## src/pwm_timer_defs.svh

```systemverilog
// offsets, field positions, reset values and rates of the pwm timer
// assumes a 50 MHz bus clock and 32-bit axi4-lite register words
`ifndef PWM_TIMER_DEFS_SVH
`define PWM_TIMER_DEFS_SVH

`define CNT_W 16
`define ADDR_LO_W 5

`define CTRL_OFS 5'h00
`define ON_OFS 5'h04
`define HI_OFS 5'h08
`define LO_OFS 5'h0c
`define FRZ_SET_OFS 5'h10
`define FRZ_CLR_OFS 5'h14
`define STAT_OFS 5'h18
`define MASK_OFS 5'h1c

`define CTRL_W 7
`define CTRL_RUN 0
`define CTRL_SRC 1
`define CTRL_PRE 2
`define CTRL_CLKHI 3
`define CTRL_GATE 4
`define CTRL_DIV 6:5
`define CTRL_RST 7'h00
`define RELOAD_RST 16'h0000

`define EV_W 2
`define EV_TERM 0
`define EV_ONZERO 1

`define CLK_KHZ 17'd50000
`define FAST_KHZ 17'd16000
`define SLOW_KHZ 17'd32
`define PRESCALE_DIV 4'd10

`define RESP_OKAY 2'b00
`define RESP_SLVERR 2'b10

`endif

```

## src/pwm_timer_pkg.sv

```systemverilog
// types shared by the pwm timer modules
// assumes pwm_timer_defs.svh is on the include path
`include "pwm_timer_defs.svh"
package pwm_timer_pkg;

	typedef enum logic {PH_HIGH, PH_LOW} phase_e;

	typedef struct packed {
		logic [16:0] acc;
		logic [3:0] pre_cnt;
		logic tick;
		logic half;
	} tick_s;

	typedef struct packed {
		logic [`EV_W-1:0] status;
		logic [`EV_W-1:0] mask;
		logic irq;
	} irq_s;

	typedef struct packed {
		logic [`CTRL_W-1:0] ctrl;
		logic frozen;
		logic [`CNT_W-1:0] on_reload;
		logic [`CNT_W-1:0] hi_reload;
		logic [`CNT_W-1:0] lo_reload;
		logic [`CNT_W-1:0] hi_shadow;
		logic [`CNT_W-1:0] lo_shadow;
		logic [`CNT_W-1:0] phase_cnt;
		logic [`CNT_W-1:0] on_cnt;
		phase_e phase_sel;
		logic pwm;
		logic irq_pulse;
		logic aw_full;
		logic aw_hi;
		logic [`ADDR_LO_W-1:0] aw_addr;
		logic w_full;
		logic [31:0] wdata;
		logic [3:0] wstrb;
		logic bvalid;
		logic [1:0] bresp;
		logic rvalid;
		logic [1:0] rresp;
		logic [31:0] rdata;
	} timer_s;

endpackage

```

## src/tick_if.sv

```systemverilog
// clock selection and tick enables between timer core and tick generator
// assumes both ends run on the one bus clock
`timescale 1ns/1ps
`default_nettype none
interface tick_if;
	logic run;
	logic hold;
	logic src_sel;
	logic gate;
	logic prescale;
	logic [1:0] div;
	logic tick;
	logic on_tick;
	logic half;
	modport gen (input run, hold, src_sel, gate, prescale, div,
		output tick, on_tick, half);
	modport core (output run, hold, src_sel, gate, prescale, div,
		input tick, on_tick, half);
endinterface
`default_nettype wire

```

## src/clock_tick_gen.sv

```systemverilog
// timer clock enables made from the bus clock by a fractional accumulator
// assumes a 50 MHz aclk; ticks jitter by one cycle, average rate is exact
`timescale 1ns/1ps
`default_nettype none
module clock_tick_gen import pwm_timer_pkg::*; (
	input wire logic aclk,
	input wire logic aresetn,
	tick_if.gen g
);
	tick_s s_reg;
	tick_s s_next;
	logic [16:0] add;
	logic [16:0] sum;

	// no tick at all while the fast source is picked but not gated on
	always_comb begin
		s_next = s_reg;
		add = g.src_sel ? (g.gate ? (`FAST_KHZ >> g.div) : 17'd0) : `SLOW_KHZ;
		sum = s_reg.acc + add;
		s_next.tick = 1'b0;
		if (!g.run) begin
			s_next = '0;
		end else if (!g.hold) begin
			if (sum >= `CLK_KHZ) begin
				s_next.acc = sum - `CLK_KHZ;
				s_next.tick = 1'b1;
			end else begin
				s_next.acc = sum;
			end
			if (s_reg.tick) begin
				s_next.half = !s_reg.half;
				if (s_reg.pre_cnt == `PRESCALE_DIV - 4'd1) begin
					s_next.pre_cnt = 4'd0;
				end else begin
					s_next.pre_cnt = s_reg.pre_cnt + 4'd1;
				end
			end
		end
	end

	always_ff @(posedge aclk) begin
		if (!aresetn) begin
			s_reg <= '0;
		end else begin
			s_reg <= s_next;
		end
	end

	assign g.tick = s_reg.tick;
	assign g.half = s_reg.half;
	// divide-by-ten only on the interrupt counter enable
	assign g.on_tick = s_reg.tick &&
		(!g.prescale || s_reg.pre_cnt == `PRESCALE_DIV - 4'd1);
endmodule // clock_tick_gen
`default_nettype wire

```

## src/irq_status.sv

```systemverilog
// sticky event status, mask and one level interrupt line
// assumes clear and mask writes arrive as one-cycle strobes
`timescale 1ns/1ps
`default_nettype none
module irq_status import pwm_timer_pkg::*; (
	input wire logic aclk,
	input wire logic aresetn,
	input wire logic [`EV_W-1:0] set_ev,
	input wire logic clr_we,
	input wire logic [`EV_W-1:0] clr_bits,
	input wire logic mask_we,
	input wire logic [`EV_W-1:0] mask_bits,
	output logic [`EV_W-1:0] status,
	output logic [`EV_W-1:0] mask,
	output logic irq
);
	irq_s s_reg;
	irq_s s_next;

	// set beats a clear landing in the same cycle
	always_comb begin
		s_next = s_reg;
		for (int i = 0; i < `EV_W; i++) begin
			s_next.status[i] = set_ev[i] ||
				(s_reg.status[i] && !(clr_we && clr_bits[i]));
		end
		if (mask_we) begin
			s_next.mask = mask_bits;
		end
		s_next.irq = |(s_next.status & s_next.mask);
	end

	always_ff @(posedge aclk) begin
		if (!aresetn) begin
			s_reg <= '0;
		end else begin
			s_reg <= s_next;
		end
	end

	assign status = s_reg.status;
	assign mask = s_reg.mask;
	assign irq = s_reg.irq;
endmodule // irq_status
`default_nettype wire

```

## src/pwm_timer.sv

```systemverilog
// What this block does
// - reset clears both counters and the three reload registers to zero
// - five timer clocks; 32 kHz is the default source selection
// - prescale enable divides only the interrupt counter clock by ten
// - run loads phase and interrupt counters, then they count down
// - phase counter zero toggles phase select, reloads high or low shadow
// - true output high in high phase, low otherwise; inverse is complement
// - clocked-high mode outputs half-rate square wave during high phase
// - interrupt counter waits at zero until low phase also ends
// - joint end raises interrupt, reloads counters and both shadows
// - reload writes always accepted; shadows update only at joint end
// - start state is the joint end, so starting interrupts at once
// - disabled timer zeroes counters, shadows, pwm and pulse; reloads, freeze, status and mask keep theirs
// - period reload address reads interrupt count, phase ones phase count
// - freeze set and clear registers stop and resume all counting
// - pwm period is (M+1)+(N+1) ticks, high time M+1 ticks
// - interrupt period ends at the first low phase end after ON interrupt clock ticks, a whole number of pwm periods
//
// dual phase pwm timer with an axi4-lite register slave
// assumes aclk at 50 MHz, synchronous active-low reset, one access at a time
`timescale 1ns/1ps
`default_nettype none
module pwm_timer import pwm_timer_pkg::*; #(
	parameter int ADDR_W = 12
) (
	input wire logic aclk,
	input wire logic aresetn,
	input wire logic [ADDR_W-1:0] awaddr,
	input wire logic awvalid,
	output logic awready,
	input wire logic [31:0] wdata,
	input wire logic [3:0] wstrb,
	input wire logic wvalid,
	output logic wready,
	output logic [1:0] bresp,
	output logic bvalid,
	input wire logic bready,
	input wire logic [ADDR_W-1:0] araddr,
	input wire logic arvalid,
	output logic arready,
	output logic [31:0] rdata,
	output logic [1:0] rresp,
	output logic rvalid,
	input wire logic rready,
	output logic true_pwm_output,
	output logic inverted_pwm_output,
	output logic timer_interrupt,
	output logic irq
);
	timer_s s_reg;
	timer_s s_next;
	tick_if tk();
	logic run;
	logic wr_go;
	logic joint;
	logic [`EV_W-1:0] ev;
	logic stat_we;
	logic mask_we;
	logic [`EV_W-1:0] status;
	logic [`EV_W-1:0] mask;
	logic [`ADDR_LO_W-1:0] ra;

	function automatic logic [`CNT_W-1:0] merge16(
		input logic [`CNT_W-1:0] old,
		input logic [31:0] d,
		input logic [3:0] be
	);
		logic [`CNT_W-1:0] r;
		r = old;
		if (be[0]) begin
			r[7:0] = d[7:0];
		end
		if (be[1]) begin
			r[15:8] = d[15:8];
		end
		return r;
	endfunction

	assign run = s_reg.ctrl[`CTRL_RUN];
	assign tk.run = run;
	assign tk.hold = s_reg.frozen;
	assign tk.src_sel = s_reg.ctrl[`CTRL_SRC];
	assign tk.gate = s_reg.ctrl[`CTRL_GATE];
	assign tk.div = s_reg.ctrl[`CTRL_DIV];
	assign tk.prescale = s_reg.ctrl[`CTRL_PRE];

	clock_tick_gen u_tick (
		.aclk(aclk),
		.aresetn(aresetn),
		.g(tk.gen)
	);

	// channel readies: one write and one read in flight at most
	assign awready = !s_reg.aw_full && !s_reg.bvalid;
	assign wready = !s_reg.w_full && !s_reg.bvalid;
	assign arready = !s_reg.rvalid;
	assign bvalid = s_reg.bvalid;
	assign bresp = s_reg.bresp;
	assign rvalid = s_reg.rvalid;
	assign rresp = s_reg.rresp;
	assign rdata = s_reg.rdata;
	assign wr_go = s_reg.aw_full && s_reg.w_full && !s_reg.bvalid;
	assign ra = araddr[`ADDR_LO_W-1:0];

	assign stat_we = wr_go && !s_reg.aw_hi &&
		s_reg.aw_addr == `STAT_OFS && s_reg.wstrb[0];
	assign mask_we = wr_go && !s_reg.aw_hi &&
		s_reg.aw_addr == `MASK_OFS && s_reg.wstrb[0];

	always_comb begin
		s_next = s_reg;
		s_next.irq_pulse = 1'b0;
		joint = 1'b0;
		ev = '0;

		// address and data may come in either order
		if (awvalid && awready) begin
			s_next.aw_full = 1'b1;
			s_next.aw_addr = awaddr[`ADDR_LO_W-1:0];
			s_next.aw_hi = |awaddr[ADDR_W-1:`ADDR_LO_W];
		end
		if (wvalid && wready) begin
			s_next.w_full = 1'b1;
			s_next.wdata = wdata;
			s_next.wstrb = wstrb;
		end
		if (s_reg.bvalid && bready) begin
			s_next.bvalid = 1'b0;
		end
		if (wr_go) begin
			s_next.aw_full = 1'b0;
			s_next.w_full = 1'b0;
			s_next.bvalid = 1'b1;
			s_next.bresp = `RESP_OKAY;
			if (s_reg.aw_hi) begin
				s_next.bresp = `RESP_SLVERR;
			end else begin
				unique case (s_reg.aw_addr)
					`CTRL_OFS: begin
						if (s_reg.wstrb[0]) begin
							s_next.ctrl = s_reg.wdata[`CTRL_W-1:0];
						end
					end
					// reload writes land at any time, shadows decide use
					`ON_OFS: begin
						s_next.on_reload = merge16(s_reg.on_reload,
							s_reg.wdata, s_reg.wstrb);
					end
					`HI_OFS: begin
						s_next.hi_reload = merge16(s_reg.hi_reload,
							s_reg.wdata, s_reg.wstrb);
					end
					`LO_OFS: begin
						s_next.lo_reload = merge16(s_reg.lo_reload,
							s_reg.wdata, s_reg.wstrb);
					end
					`FRZ_SET_OFS: begin
						if (s_reg.wstrb[0] && s_reg.wdata[0]) begin
							s_next.frozen = 1'b1;
						end
					end
					`FRZ_CLR_OFS: begin
						if (s_reg.wstrb[0] && s_reg.wdata[0]) begin
							s_next.frozen = 1'b0;
						end
					end
					`STAT_OFS, `MASK_OFS: begin
					end
					default: begin
						s_next.bresp = `RESP_SLVERR;
					end
				endcase
			end
		end

		if (s_reg.rvalid && rready) begin
			s_next.rvalid = 1'b0;
		end
		if (arvalid && arready) begin
			s_next.rvalid = 1'b1;
			s_next.rresp = `RESP_OKAY;
			s_next.rdata = '0;
			if (|araddr[ADDR_W-1:`ADDR_LO_W]) begin
				s_next.rresp = `RESP_SLVERR;
			end else begin
				unique case (ra)
					`CTRL_OFS: begin
						s_next.rdata[`CTRL_W-1:0] = s_reg.ctrl;
					end
					// live counters, not the written reload values
					`ON_OFS: begin
						s_next.rdata[`CNT_W-1:0] = s_reg.on_cnt;
					end
					`HI_OFS, `LO_OFS: begin
						s_next.rdata[`CNT_W-1:0] = s_reg.phase_cnt;
					end
					`FRZ_SET_OFS, `FRZ_CLR_OFS: begin
						s_next.rdata[0] = s_reg.frozen;
					end
					`STAT_OFS: begin
						s_next.rdata[`EV_W-1:0] = status;
					end
					`MASK_OFS: begin
						s_next.rdata[`EV_W-1:0] = mask;
					end
					default: begin
						s_next.rresp = `RESP_SLVERR;
					end
				endcase
			end
		end

		// timer core
		if (!run) begin
			s_next.phase_cnt = '0;
			s_next.on_cnt = '0;
			s_next.hi_shadow = '0;
			s_next.lo_shadow = '0;
			s_next.phase_sel = PH_LOW;
		end else if (!s_reg.frozen) begin
			if (tk.on_tick && s_reg.on_cnt != '0) begin
				s_next.on_cnt = s_reg.on_cnt - 16'd1;
				ev[`EV_ONZERO] = s_reg.on_cnt == 16'd1;
			end
			if (tk.tick) begin
				if (s_reg.phase_cnt != '0) begin
					s_next.phase_cnt = s_reg.phase_cnt - 16'd1;
				end else if (s_reg.phase_sel == PH_HIGH) begin
					s_next.phase_cnt = s_reg.lo_shadow;
					s_next.phase_sel = PH_LOW;
				end else if (s_reg.on_cnt != '0) begin
					// interrupt counter still busy: another pwm period
					s_next.phase_cnt = s_reg.hi_shadow;
					s_next.phase_sel = PH_HIGH;
				end else begin
					// low phase done and interrupt counter parked at zero
					joint = 1'b1;
					s_next.on_cnt = s_reg.on_reload;
					s_next.phase_cnt = s_reg.hi_reload;
					s_next.hi_shadow = s_reg.hi_reload;
					s_next.lo_shadow = s_reg.lo_reload;
					s_next.phase_sel = PH_HIGH;
					s_next.irq_pulse = 1'b1;
					ev[`EV_TERM] = 1'b1;
				end
			end
		end
		// taken from the next phase select, so it changes in the same cycle as the phase
		s_next.pwm = run && s_next.phase_sel == PH_HIGH &&
			(!s_reg.ctrl[`CTRL_CLKHI] || tk.half);
	end

	always_ff @(posedge aclk) begin
		if (!aresetn) begin
			s_reg <= '0;
			s_reg.phase_sel <= PH_LOW;
		end else begin
			s_reg <= s_next;
		end
	end

	irq_status u_irq (
		.aclk(aclk),
		.aresetn(aresetn),
		.set_ev(ev),
		.clr_we(stat_we),
		.clr_bits(s_reg.wdata[`EV_W-1:0]),
		.mask_we(mask_we),
		.mask_bits(s_reg.wdata[`EV_W-1:0]),
		.status(status),
		.mask(mask),
		.irq(irq)
	);

	assign true_pwm_output = s_reg.pwm;
	assign inverted_pwm_output = !s_reg.pwm;
	assign timer_interrupt = s_reg.irq_pulse;
endmodule // pwm_timer
`default_nettype wire

```

## config.mk

```make
export PLATFORM = sky130hd
export DESIGN_NAME = pwm_timer
export DESIGN_NICKNAME = d
export VERILOG_FILES = /design/src/pwm_timer_pkg.sv /design/src/tick_if.sv /design/src/clock_tick_gen.sv /design/src/irq_status.sv /design/src/pwm_timer.sv
export VERILOG_INCLUDE_DIRS = /design/src
export SDC_FILE = /design/constraint.sdc
export NUM_CORES = 1
export LEC_CHECK = 0
export ABC_AREA = 1
export BUFFER_PORTS_ARGS = -buffer_cell sky130_fd_sc_hd__buf_4
export CORE_ASPECT_RATIO = 0.75
export CORE_MARGIN = 2
export CORE_UTILIZATION = 60
export DETAILED_ROUTE_END_ITERATION = 8
export PLACE_DENSITY = 0.81
export SYNTH_ARGS = -nofsm -noshare
export SYNTH_HDL_FRONTEND = slang
export SYNTH_HIERARCHICAL = 1
export SYNTH_SLANG_ARGS = --single-unit
```

## constraint.sdc

```tcl
create_clock -name aclk -period 5 [get_ports aclk]
set_clock_uncertainty 0.05 [all_clocks]
set_input_delay 0.5 -clock aclk [delete_from_list [all_inputs] [get_ports aclk]]
set_output_delay 0.5 -clock aclk [all_outputs]
set_load 0.01 [all_outputs]
```

==> summary.txt <==
Finish
  • Finished Core Util: about two thirds
  • Layout cell share with drive strength beyond 1: approximately an eighth
  • Fin cells: 1837
  • Finished Cell Area: about 0.012 mm^2
  • Nets: ~1700
  • Area growth syn-to-layout: 9.756%
  • Antenna cell count: 0
  • Max reg flops: around 150

Detailed routing
  • Violation count after the first detailed-route iteration: 1032
  • Post-route antenna net violation count: 0
  • DRC: 0
  • Vias post-DR: a little over 10000
  • DR WL/cell: 15.69 um
  • Via/cell ratio: between 5 and 6
  • Final WL: roughly 29000 um
  • Pre-antenna DRT Iters: 8

Place
  • Setup WS pre-CTS: 1.403 ns
  • RD Place Congestion: 1.027
  • Port buffer count: 75
  • Placement Cell Area: 0.01113 mm^2
  • Placed cell count: 1805
  • Detailed Place HPWL: slightly above 20000 um

STA
  • Max Clk Rate: 0.2674 GHz
  • Final Slew Violations: 0
  • Least-Margin Pin Slew: between 0.8 and 0.9 ns
  • Final Hold Fails: 0
  • Final WS setup: 1.260 ns
  • Relative slew slack: about two fifths
  • Setup tns final: 0 ns
  • Final period demand of the worst path: approximately 3.7 ns
  • Setup Viol. Count Final: 0
  • Period utilization: about 75%
  • Hold_ws: between 0.2 and 0.25 ns
  • RSZ-0062 raised after global routing: false

Floorplanning
  • Core outline area: 0.01760 mm^2
  • DIE WIDTH: 158.5 um
  • Die area: 0.01899 mm^2
  • IO Pins: about 110
  • Initial Utilization: roughly three fifths
  • Num rows: 42
  • Die height: ~120 um

Power and ir drop
  • Worst VDD drop: between 200 and 250 uV
  • P per Cell Area: 271.9 mW/mm^2
  • Leakage: about 5.1 nW
  • Tot Pwr: about 3.2 mW

Worst setup path
  • Setup slack, reg-to-reg: 1.26 ns
  • Worst setup path end: u_tick/s_reg[17]$_SDFFE_PN0N_
  • Reg2reg end: u_tick/s_reg[17]$_SDFFE_PN0N_
  • WS Path Type: reg -> reg
  • Startpoint Class: register
  • Slowest-stage cell, CP: dfxtp_1
  • Critical path origin: s_reg[199]$_SDFFE_PN0P_
  • Critical Path AT: between 4 and 5 ns
  • Reg2reg start: s_reg[199]$_SDFFE_PN0P_
  • Required @ worst endpoint: between 5 and 6 ns
  • Max Fanout on Critical Path: 13
  • R2R cell count: 19
  • Cell repeated most along the worst path: nand2_1
  • Worst setup EP type: register
  • Sequence of cells on the critical path: nand2_1 > nor3_1 > ha_1 > inv_1 > fa_1 > inv_1 > nand3_1 > nand2_1 > nand2_1 > nand3_1 > nand2_1 > nor2_1 > nand3_1 > nand3_2 > nand3_2 > nand2_1 > nand3_1 > nand2_1 > inv_1
  • CP peak stage delay: 0.47 ns

Run
  • Max-Cap Viols: 0

Global routing
  • Global-route wire length before repair: ~46000 um
  • Antenna violations before repair: 0
  • Vias in the first global route: about 9100
  • Largest net degree at the start of global routing: 82
  • Gr ovfl total: 0
  • GR Util All Layers: 31.14%

Logic synthesis
  • Async set-reset flop share out of synthesis: 0%
  • Avg Inst Size Synth: between 6 and 7 um^2
  • Synth Register Bits: 193
  • Yosys top cell area share: 35.99%
  • Number of enable flip-flop cells after synthesis: 0
  • Yosys cell types: 49
  • Post-Syn Area: between 0.01 and 0.015 mm^2
  • Synth Instances: around 1600
  • Synth top area cells: dfxtp_1 36%, nand2_1 11%, a21oi_1 7.7%
  • Synth area leader: dfxtp_1
  • Seq/Total Area, Yosys: 35.99%
  • Yosys warnings: 6
  • Dominant synthesized flop cell: dfxtp_1

Clock network
  • CTS Hold Bufs: 0
  • Clock root buffer master: clkbuf_16
  • CTS tree: done
  • Clk Latency, worst-skew pair: 0.46 ns
  • Post_cts resized: 0
  • Clock Sinks: around 190
  • Post-CTS Setup Bufs: 0
  • Total CTS buffers: 17
  • Htree depth: 4
  • CTS max path bufs: 2
  • Clock-pin transition on the worst setup and hold timing paths: approximately 0.090 ns

Run status
  • Status: complete, no violations

Min path
  • Class of the worst hold path: in -> reg
cell type report:
class,count,area (um^2)
fillers,1572,5822
multi-input cells,1089,5612
flip-flops and latches,193,3864
inverters,203,763.2
repair buffers,78,585.6
clock buffers,17,425.4
well taps,242,302.8
clock inverters,15,230.2
where the power goes:
| part | switching, mW | leakage [nW] | internal [mW] |
|---|---|---|---|
| combinational | 0.0915 | 3.18 | 0.0551 |
| clock | 0.725 | 0.315 | 0.743 |
| sequential | 0.0292 | 1.56 | 1.56 |
layer usage:
layer  vias up  GRT usage (%)  part of all wire, %
met5         -              0                    0
li1       5107              -                    -
met2       439          46.47                   43
met1      4678          44.62                   45
met4         0          11.43                  3.2
met3        72          6.212                  8.8
how the worst min path moves through the flow:
stage | start | endpoint | depth (start not counted)
2_1_floorplan | s_reg[184]$_SDFFE_PN0P_ | s_reg[184]$_SDFFE_PN0P_ | 2
3_3_place_gp | s_reg[187]$_SDFFE_PN0P_ | s_reg[187]$_SDFFE_PN0P_ | 2
3_5_place_dp | s_reg[183]$_SDFFE_PN0P_ | s_reg[183]$_SDFFE_PN0P_ | 2
4_1_cts | bready | bvalid$_SDFFE_PN0P_ | 4
5_1_grt | bready | bvalid$_SDFFE_PN0P_ | 4
6_report | bready | bvalid$_SDFFE_PN0P_ | 4
cells in the mapped netlist (3+ instances only):
| cell type | instances |
|---|---|
| nor3_2 | 4 |
| xor2_1 | 23 |
| a211oi_2 | 12 |
| buf_2 | 16 |
| nand3_4 | 3 |
| nor4_1 | 4 |
| o211ai_1 | 15 |
| dfxtp_1 | 193 |
| nor2_2 | 18 |
| o21ai_0 | 108 |
| a211oi_1 | 3 |
| inv_1 | 183 |
| nand3_1 | 99 |
| nand2_2 | 11 |
| o21ai_1 | 24 |
| buf_6 | 7 |
| nand2_1 | 305 |
| nor2_4 | 12 |
| buf_4 | 37 |
| inv_2 | 17 |
| nand3_2 | 12 |
| nand4_1 | 29 |
| a21oi_1 | 166 |
| nor3_1 | 14 |
| clkbuf_1 | 31 |
| o22ai_1 | 10 |
| ha_1 | 16 |
| nor2_1 | 154 |
| a21oi_2 | 7 |
| o221ai_1 | 3 |
worst max-delay path, delay by kind of cell, from the launching register on:
family        cells  cell delay (ns)
fa+ha+maj         2             0.65
buf+inv           3             0.27
flops             1             0.47
simple gates     14             2.18
kinds of logic (layout without fill, tap and decap cells):
logic type | after synthesis | count (layout) | share of synthesized area, %
DFF | 193 | 193 | 35.99
xor gates and xnor gates | 25 | 25 | 2.040
AOI/OAI and AO/OA | 355 | 355 | 18.47
and+or+nand+nor | 674 | 674 | 29.08
buffers and inverters | 296 | 313 | 12.33
other | 1 | 18 | 0.03493
adders and majority gates | 17 | 17 | 2.051
placed cells by master (no fill, tap or decap), types with 12 or more instances in the layout:
| cell | n |
|---|---|
| nor2_4 | 12 |
| buf_4 | 78 |
| a21oi_1 | 166 |
| inv_1 | 183 |
| o21ai_1 | 24 |
| a211oi_2 | 12 |
| o21ai_0 | 108 |
| ha_1 | 16 |
| o211ai_1 | 15 |
| nand2_1 | 305 |
| inv_2 | 17 |
| conb_1 | 18 |
| nor2_1 | 154 |
| nand4_1 | 29 |
| nand3_2 | 12 |
| nand3_1 | 99 |
| dfxtp_1 | 193 |
| xor2_1 | 23 |
| nor3_1 | 14 |
| nor2_2 | 18 |
| clkbuf_16 | 17 |
No activity file was read; power rests on OpenSTA's default activity.
